**src/design/pin_select_pkg.sv**
```systemverilog
// constants and carrier types for the status pin signal select block
package pin_select_pkg;

	// register bus geometry
	localparam int ADDR_W = 4;
	localparam int DATA_W = 8;

	// register offsets
	localparam logic [3:0] OFS_PIN0_CFG  = 4'h0;
	localparam logic [3:0] OFS_PIN1_CFG  = 4'h1;
	localparam logic [3:0] OFS_PIN2_CFG  = 4'h2;
	localparam logic [3:0] OFS_THRESHOLD = 4'h3;
	localparam logic [3:0] OFS_CHANNEL_ASSESS_MODE  = 4'h4;
	localparam logic [3:0] OFS_STATUS    = 4'h5;

	// pin configuration field positions
	localparam int SEL_LSB = 0;
	localparam int SEL_MSB = 5;
	localparam int INV_BIT = 6;

	// reset values
	localparam logic [5:0] PIN0_SEL_RST  = 6'h3F;
	localparam logic [5:0] PIN1_SEL_RST  = 6'h2F;
	localparam logic [5:0] PIN2_SEL_RST  = 6'h2F;
	localparam logic [3:0] THR_RST       = 4'h0;
	localparam logic [1:0] CHANNEL_ASSESS_MODE_RST  = 2'h0;

	// select codes
	localparam logic [5:0] SEL_FILL_THRESHOLD_CODE   = 6'h00;
	localparam logic [5:0] SEL_FIFO_PKT   = 6'h01;
	localparam logic [5:0] SEL_OVERFLOW   = 6'h04;
	localparam logic [5:0] SEL_SYNC       = 6'h06;
	localparam logic [5:0] SEL_CRC_PKT    = 6'h07;
	localparam logic [5:0] SEL_CCA        = 6'h09;
	localparam logic [5:0] SEL_LOCK       = 6'h0A;
	localparam logic [5:0] SEL_SER_CLK    = 6'h0B;
	localparam logic [5:0] SEL_SER_DATA   = 6'h0C;
	localparam logic [5:0] SEL_ASYNC_DATA = 6'h0D;
	localparam logic [5:0] SEL_CARRIER    = 6'h0E;
	localparam logic [5:0] SEL_CRC_MATCH  = 6'h0F;
	localparam logic [5:0] SEL_AMP_PD     = 6'h1C;
	localparam logic [5:0] SEL_SLOW_CLK   = 6'h27;
	localparam logic [5:0] SEL_CHIP_RDY   = 6'h29;
	localparam logic [5:0] SEL_HIGH_Z     = 6'h2E;
	localparam logic [5:0] SEL_LOW        = 6'h2F;
	localparam logic [5:0] SEL_DIV192     = 6'h3F;
	localparam logic [5:0] SEL_SLEEP_LIM  = 6'h20;

	// threshold: code n gives 4*(n+1) bytes
	localparam int THR_STEP    = 4;
	localparam int FILL_W      = 7;
	// crystal divide ratio for the pin 0 default
	localparam int XTAL_DIV    = 192;

	typedef enum logic [1:0] {
		CCA_ALWAYS   = 2'b00,
		CCA_RSSI     = 2'b01,
		CCA_NOT_RX   = 2'b10,
		CCA_BOTH     = 2'b11
	} channel_assess_mode_t;

	// receiver status carried into the block
	typedef struct packed {
		logic [6:0] fill_level;
		logic       fifo_empty;
		logic       packet_end;
		logic       overflow;
		logic       flush;
		logic       sync_detect;
		logic       packet_drop;
		logic       crc_good_pkt;
		logic       first_byte_read;
		logic       crc_compare;
		logic       crc_match;
		logic       rssi_above;
		logic       rssi_below;
		logic       receiving;
		logic       radio_idle;
		logic       rx_enter;
		logic       pll_lock;
		logic       serial_clk;
		logic       serial_sync_data;
		logic       async_data;
		logic       amp_powerdown_flag;
		logic       slow_clock_out;
		logic       chip_ready_low;
	} rx_status_t;

endpackage

```
**src/design/crystal_divider.sv**
```systemverilog
// divides the crystal-derived core clock into a pin level square wave
`timescale 1ns/1ps
module crystal_divider
	import pin_select_pkg::*;
#(
	parameter int DIV = XTAL_DIV
) (
	input  wire logic core_clk,
	input  wire logic rst_n,
	output logic      clk_div
);

	localparam int HALF = DIV / 2;
	localparam int CW   = $clog2(HALF);

	logic [CW-1:0] cnt_q;
	logic          clk_div_q;

	always_ff @(posedge core_clk) begin
		if (!rst_n) begin
			cnt_q     <= '0;
			clk_div_q <= 1'b0;
		end else if (cnt_q == CW'(HALF - 1)) begin
			cnt_q     <= '0;
			clk_div_q <= ~clk_div_q;
		end else begin
			cnt_q <= cnt_q + 1'b1;
		end
	end

	assign clk_div = clk_div_q;
endmodule

```
**src/design/status_pin_signal_select.sv**
```systemverilog
// status pin signal select: routes receiver signals onto three status pins
`timescale 1ns/1ps
module status_pin_signal_select
	import pin_select_pkg::*;
#(
	parameter int NPINS = 3,
	parameter int DIV   = XTAL_DIV
) (
	input  wire logic              core_clk,
	input  wire logic              rst_n,
	input  wire logic [ADDR_W-1:0] reg_addr,
	input  wire logic [DATA_W-1:0] reg_wdata,
	input  wire logic              reg_write,
	input  wire logic              reg_read,
	output logic      [DATA_W-1:0] reg_rdata,
	input  wire rx_status_t        rx_status,
	output logic                   status_pin_zero,
	output logic                   status_pin_one,
	output logic                   status_pin_two,
	output logic      [NPINS-1:0]  status_pin_oe_n
);

	////////////////////////////////////////////////////////////////////////
	// functions

	function automatic logic [FILL_W-1:0] thr_bytes(input logic [3:0] code);
		thr_bytes = FILL_W'((int'(code) + 1) * THR_STEP);
	endfunction

	function automatic logic [DATA_W-1:0] cfg_word(input logic [5:0] sel,
		input logic inv);
		cfg_word = {1'b0, inv, sel};
	endfunction

	// sleep level of a pin: pins 0 and 2 follow invert, pin 1 its opposite
	function automatic logic sleep_level(input int idx, input logic inv);
		sleep_level = (idx == 1) ? ~inv : inv;
	endfunction

	////////////////////////////////////////////////////////////////////////
	// registers

	logic [5:0]       sel_q [NPINS];
	logic [NPINS-1:0] inv_q;
	logic [3:0]       thr_q;
	channel_assess_mode_t        channel_assess_mode_q;
	logic [DATA_W-1:0] rdata_q;

	logic             fifo_pkt_q;
	logic             overflow_q;
	logic             sync_q;
	logic             crc_pkt_q;
	logic             crc_match_q;
	logic             carrier_q;
	logic [NPINS-1:0] pin_q;
	logic [NPINS-1:0] oe_n_q;

	logic             clk_div;
	logic             at_thr;
	logic             cca;
	logic [63:0]      sig_vec;

	////////////////////////////////////////////////////////////////////////
	// register writes

	always_ff @(posedge core_clk) begin
		if (!rst_n) begin
			sel_q[0] <= PIN0_SEL_RST;
			sel_q[1] <= PIN1_SEL_RST;
			sel_q[2] <= PIN2_SEL_RST;
			inv_q    <= '0;
		end else if (reg_write) begin
			for (int i = 0; i < NPINS; i++) begin
				if (reg_addr == ADDR_W'(i)) begin
					sel_q[i] <= reg_wdata[SEL_MSB:SEL_LSB];
					inv_q[i] <= reg_wdata[INV_BIT];
				end
			end
		end
	end

	always_ff @(posedge core_clk) begin
		if (!rst_n) begin
			thr_q      <= THR_RST;
			channel_assess_mode_q <= channel_assess_mode_t'(CHANNEL_ASSESS_MODE_RST);
		end else if (reg_write) begin
			if (reg_addr == OFS_THRESHOLD)
				thr_q <= reg_wdata[3:0];
			if (reg_addr == OFS_CHANNEL_ASSESS_MODE)
				channel_assess_mode_q <= channel_assess_mode_t'(reg_wdata[1:0]);
		end
	end

	////////////////////////////////////////////////////////////////////////
	// register reads: data stands the cycle after the strobe only

	always_ff @(posedge core_clk) begin
		if (!rst_n) begin
			rdata_q <= '0;
		end else if (reg_read) begin
			case (reg_addr)
				OFS_PIN0_CFG:  rdata_q <= cfg_word(sel_q[0], inv_q[0]);
				OFS_PIN1_CFG:  rdata_q <= cfg_word(sel_q[1], inv_q[1]);
				OFS_PIN2_CFG:  rdata_q <= cfg_word(sel_q[2], inv_q[2]);
				OFS_THRESHOLD: rdata_q <= {4'h0, thr_q};
				OFS_CHANNEL_ASSESS_MODE:  rdata_q <= {6'h00, channel_assess_mode_q};
				OFS_STATUS:    rdata_q <= {fifo_pkt_q, overflow_q, sync_q,
					crc_pkt_q, crc_match_q, carrier_q, 2'b00};
				default:       rdata_q <= '0;
			endcase
		end else begin
			rdata_q <= '0;
		end
	end

	assign reg_rdata = rdata_q;

	////////////////////////////////////////////////////////////////////////
	// event flags; a set in the same cycle as its clear wins, except carrier sense, where radio idle wins over rssi above

	assign at_thr = rx_status.fill_level >= thr_bytes(thr_q);

	always_ff @(posedge core_clk) begin
		if (!rst_n)
			fifo_pkt_q <= 1'b0;
		else if (at_thr || rx_status.packet_end)
			fifo_pkt_q <= 1'b1;
		else if (rx_status.fifo_empty)
			fifo_pkt_q <= 1'b0;
	end

	always_ff @(posedge core_clk) begin
		if (!rst_n)
			overflow_q <= 1'b0;
		else if (rx_status.overflow)
			overflow_q <= 1'b1;
		else if (rx_status.flush)
			overflow_q <= 1'b0;
	end

	always_ff @(posedge core_clk) begin
		if (!rst_n)
			sync_q <= 1'b0;
		else if (rx_status.sync_detect)
			sync_q <= 1'b1;
		else if (rx_status.packet_end)
			sync_q <= 1'b0;
		else if (rx_status.packet_drop || rx_status.overflow)
			sync_q <= 1'b0;
	end

	always_ff @(posedge core_clk) begin
		if (!rst_n)
			crc_pkt_q <= 1'b0;
		else if (rx_status.crc_good_pkt)
			crc_pkt_q <= 1'b1;
		else if (rx_status.first_byte_read)
			crc_pkt_q <= 1'b0;
	end

	// a failed comparison also clears, the flag tracks the last result
	always_ff @(posedge core_clk) begin
		if (!rst_n)
			crc_match_q <= 1'b0;
		else if (rx_status.crc_compare && rx_status.crc_match)
			crc_match_q <= 1'b1;
		else if (rx_status.rx_enter || rx_status.crc_compare)
			crc_match_q <= 1'b0;
	end

	always_ff @(posedge core_clk) begin
		if (!rst_n)
			carrier_q <= 1'b0;
		else if (rx_status.radio_idle)
			carrier_q <= 1'b0;
		else
			carrier_q <= rx_status.rssi_above;
	end

	////////////////////////////////////////////////////////////////////////
	// channel assessment

	always_comb begin
		case (channel_assess_mode_q)
			CCA_ALWAYS: cca = 1'b1;
			CCA_RSSI:   cca = rx_status.rssi_below;
			CCA_NOT_RX: cca = ~rx_status.receiving;
			CCA_BOTH:   cca = rx_status.rssi_below & ~rx_status.receiving;
			default:    cca = 1'b0;
		endcase
	end

	crystal_divider #(
		.DIV (DIV)
	) u_div (
		.core_clk (core_clk),
		.rst_n    (rst_n),
		.clk_div  (clk_div)
	);

	////////////////////////////////////////////////////////////////////////
	// signal table; reserved and omitted codes read as low

	always_comb begin
		sig_vec                 = '0;
		sig_vec[SEL_FILL_THRESHOLD_CODE]   = at_thr;
		sig_vec[SEL_FIFO_PKT]   = fifo_pkt_q;
		sig_vec[SEL_OVERFLOW]   = overflow_q;
		sig_vec[SEL_SYNC]       = sync_q;
		sig_vec[SEL_CRC_PKT]    = crc_pkt_q;
		sig_vec[SEL_CCA]        = cca;
		sig_vec[SEL_LOCK]       = rx_status.pll_lock;
		sig_vec[SEL_SER_CLK]    = rx_status.serial_clk;
		sig_vec[SEL_SER_DATA]   = rx_status.serial_sync_data;
		sig_vec[SEL_ASYNC_DATA] = rx_status.async_data;
		sig_vec[SEL_CARRIER]    = carrier_q;
		sig_vec[SEL_CRC_MATCH]  = crc_match_q;
		sig_vec[SEL_AMP_PD]     = rx_status.amp_powerdown_flag;
		sig_vec[SEL_SLOW_CLK]   = rx_status.slow_clock_out;
		sig_vec[SEL_CHIP_RDY]   = rx_status.chip_ready_low;
		sig_vec[SEL_LOW]        = 1'b0;
		sig_vec[SEL_DIV192]     = clk_div;
	end

	////////////////////////////////////////////////////////////////////////
	// pin drivers; registered so decode glitches never reach the pins.
	// clock and data both pass one flop, keeping serial alignment.

	always_ff @(posedge core_clk) begin
		if (!rst_n) begin
			pin_q  <= '0;
			oe_n_q <= '0;
		end else begin
			for (int i = 0; i < NPINS; i++) begin
				if (sel_q[i] < SEL_SLEEP_LIM && rx_status.chip_ready_low)
					pin_q[i] <= sleep_level(i, inv_q[i]);
				else
					pin_q[i] <= sig_vec[sel_q[i]] ^ inv_q[i];
				oe_n_q[i] <= (sel_q[i] == SEL_HIGH_Z);
			end
		end
	end

	assign status_pin_zero = pin_q[0];
	assign status_pin_one  = pin_q[1];
	assign status_pin_two  = pin_q[2];
	assign status_pin_oe_n = oe_n_q;

	logic live0;
	assign live0 = !(sel_q[0] < SEL_SLEEP_LIM && rx_status.chip_ready_low);
endmodule

```
**config.mk**
```make
export PLATFORM = sky130hd
export DESIGN_NAME = status_pin_signal_select
export DESIGN_NICKNAME = d
export VERILOG_FILES = /design/src/design/pin_select_pkg.sv /design/src/design/crystal_divider.sv /design/src/design/status_pin_signal_select.sv
export SDC_FILE = /design/constraint.sdc
export NUM_CORES = 1
export LEC_CHECK = 0
export BUFFER_PORTS_ARGS = -buffer_cell sky130_fd_sc_hd__clkbuf_2
export CAP_MARGIN = 40
export CORE_AREA = 2 2 77 79
export DETAILED_ROUTE_END_ITERATION = 7
export DIE_AREA = 0 0 79 81
export PLACE_DENSITY_LB_ADDON = 0.25
export RECOVER_POWER = 50
export SETUP_SLACK_MARGIN = 0.05
export SLEW_MARGIN = 20
export SYNTH_ARGS = -nofsm -noshare
export SYNTH_HDL_FRONTEND = slang
export SYNTH_HIERARCHICAL = 1
export SYNTH_SLANG_ARGS = --single-unit
export TNS_END_PERCENT = 30
```
**constraint.sdc**
```tcl
create_clock -name core_clk -period 3 [get_ports core_clk]
set_clock_uncertainty 0.1 [all_clocks]
set_input_delay 0.3 -clock core_clk [delete_from_list [all_inputs] [get_ports core_clk]]
set_output_delay 0.3 -clock core_clk [all_outputs]
set_load 0.01 [all_outputs]
```
==> results.yml <==
floorplan:
  fp.dieW_um: 79
  num_rows: 28
  initial_core_util: 0.526
  die-area_um2: 6400
  core_area_um2: 5680
  ioPinCount: 59
  dieHeight_um: 81
grt:
  first_global_vias: 2350
  track_usage: 0.230
  gr-total-overflow: 0
  antenna_found_initial: 0
  grt_pass1_wl_mm: 11.5
  globalRoute.busiestLayer: "met2"
  grt_start_max_net_pins: 25
  grt_util_met3: 0.0411
  use_met1: 0.313
  grtUsageMet2: 0.375
placed_design:
  dp_cells: 433
  hpwl_mm: 5.60
  io_buffer_count: 57
  place_ws_ns: 0.360
  placed_area_um2: 3310
  place_congestion: 0.900
clock_network:
  clock_sinks: 55
  ctsHoldBuffers: 0
  cts_tree: "done"
  cts_inserted_buffers: 5
  cts_root_buf: "clkbuf_8"
  insertion_delay_ns: 0.32
  path_clk_slew_ns: 0.11
  cts_setup_buffers: 0
  ctsResizeCount: 0
  ctsHtreeMaxLevel: 2
  cts_buffer_depth: 2
detailed_routing:
  drc: 0
  routedWlPerCell_um: 16.5
  postRouteAntennaNets: 0
  vias: 2647
  drt_iter0_drc: 333
  routed_via_density: 5.99
  dr.pass1.iters: 6
  routed_wl_mm: 7.31
sta:
  worst_slack_ns: 0.404
  setup-violations-final: 0
  fin_crit_sh: 0.865
  worst_slew_pin_slew_ns: 0.932
  worst_hold_slack_ns: 0.0866
  max_freq_mhz: 385
  slew_headroom: 0.379
  slew_violations: 0
  layout_min_cycle_time_ns: 2.60
  finalHoldViolCount: 0
  tns_ns: 0
  rsz0062_at_grt: "no"
logic_synthesis:
  async_flop_share: 0
  yosysTopAreaCellShare: 0.248
  synth.most_common_cell: "dfxtp_1"
  yosysUniqueCellTypes: 62
  ys.flop_type: "dfxtp_1"
  seq_area_frac_synth: 0.429
  syn_area_um2: 2980
  synthTopCellsByCount: "dfxtp_1 (37), nand2_1 (36), edfxtp_1 (18), nor2_1 (15)"
  avgSynthCellArea_um2: 9.56
  synth-warning-count: 6
  synth_largest_area_cell: "dfxtp_1"
  syn_nets: 364
  synth.area.top_cells: "dfxtp_1 (25%), edfxtp_1 (18%), mux2i_1 (4.7%)"
  ys_ff_latch: 55
  synthCells: 312
  synth_edf_count: 18
worst_setup_path:
  worstPathRequired_ns: 3.16
  r2r_cells: 9
  crit_type: "reg -> reg"
  worstPathMaxFanout: 5
  r2r_end: "pin_q[1]"
  start_kind: "flop"
  r2r_slack_ns: 0.40
  timing.rr.start: "thr_q[0]"
  end_kind: "flop"
  cp_data_arrival_time_ns: 2.76
min_path:
  hold_start: "rx_status[17]"
  hp-class: "in -> reg"
  min_to: "sync_q"
  hold_path_depth: 2
power:
  ir_drop_v: 0.000318
  leakagePower_nw: 1.26
  power_density_nw_per_um2: 439
  finalPower_mw: 1.49
final_layout:
  diodes: 0
  post-route-util: 0.596
  nNetsFinal: 418
  drive_gt1_frac: 0.185
  final_area_um2: 3380
  finalNonFillerCells: 442
  areaGrowthSynthToFinish_pct: 13.3
outcome:
  outcome: "finished clean"
run:
  maxCapViolCount: 0
-- worst max-delay path by stage --
stage / startpoint / to / slack [ns] / depth (start not counted)
6_report: thr_q[0] / pin_q[1] / 0.40 / 9
5_1_grt: thr_q[0] / pin_q[1] / 0.24 / 9
3_3_place_gp: thr_q[0] / pin_q[1] / 0.51 / 9
3_5_place_dp: thr_q[0] / pin_q[1] / 0.36 / 9
4_1_cts: thr_q[0] / pin_q[1] / 0.37 / 9
2_1_floorplan: thr_q[0] / pin_q[1] / 0.75 / 9
-- critical path: stages, from the launching register on --
cell      delay [ns]
dfxtp_1         0.42
ha_1            0.21
nand3_1         0.08
ha_1            0.33
a21oi_1         0.26
o41ai_4         0.16
o221ai_1        0.23
a221oi_2        0.11
o41ai_2         0.42
mux2i_1         0.22
-- area by class of cell --
class | count | area [um2]
clock buffer | 5 | 68.8
inverter | 14 | 52.6
tap | 75 | 93.8
sequential | 55 | 1280
multi-input combinational | 230 | 1580
timing repair buffer | 60 | 280
fill | 532 | 2290
clock inverter | 3 | 28.8
-- cells by family after synthesis --
family / share of synthesized area
muxes: 0.0696
xor gates and xnor gates: 0.0147
adders and majority gates: 0.0293
buffers and inverters: 0.0402
AOI/OAI and AO/OA: 0.182
DFF: 0.429
and+or+nand+nor: 0.235
-- state kept, by name (all words and copies together) (netlist names) --
signal                 flops
fifo_pkt_q                 1
overflow_q                 1
channel_assess_mode_q      2
crc_match_q                1
pin_q                      3
status_pin_oe_n            3
thr_q                      4
u_div/cnt_q                7
crc_pkt_q                  1
u_div/clk_div              1
carrier_q                  1
sel_q                     18
inv_q                      3
sync_q                     1
reg_rdata                  8
-- cells in the final DEF, fill, tap and decap left out, types with 4 or more instances in the layout --
| master | netlist | final |
|---|---|---|
| a21boi_0 | 5 | 6 |
| a21oi_1 | 12 | 12 |
| a222oi_1 | 4 | 4 |
| a22o_1 | 4 | 4 |
| a22oi_1 | 6 | 6 |
| a31oi_1 | 5 | 5 |
| clkbuf_1 | 8 | 18 |
| clkbuf_2 | 0 | 41 |
| clkbuf_8 | 0 | 5 |
| dfxtp_1 | 37 | 37 |
| edfxtp_1 | 18 | 18 |
| ha_1 | 7 | 7 |
| inv_1 | 14 | 14 |
| mux2_2 | 5 | 5 |
| mux2i_1 | 14 | 14 |
| nand2_1 | 36 | 36 |
| nand2b_1 | 7 | 7 |
| nand3_1 | 14 | 14 |
| nand4_1 | 4 | 4 |
| nand4b_1 | 4 | 4 |
| nor2_1 | 15 | 15 |
| nor2b_1 | 9 | 9 |
| nor3_1 | 6 | 6 |
| nor4_1 | 4 | 5 |
| o21ai_0 | 12 | 12 |
| or2_2 | 5 | 5 |
-- report_power, final --
part           total, mW  switching [mW]  internal, mW
Clock              0.440           0.263         0.177
Combinational      0.192           0.101        0.0908
Sequential         0.854          0.0555         0.799
-- routing by layer --
metal	vias up	share of wire	wire, um
li1	1275	-	-
met1	1237	0.44	3240
met2	119	0.46	3360
met3	16	0.074	542
met4	0	0.024	174
met5	-	0	0
(Power assumes the default switching activity.)
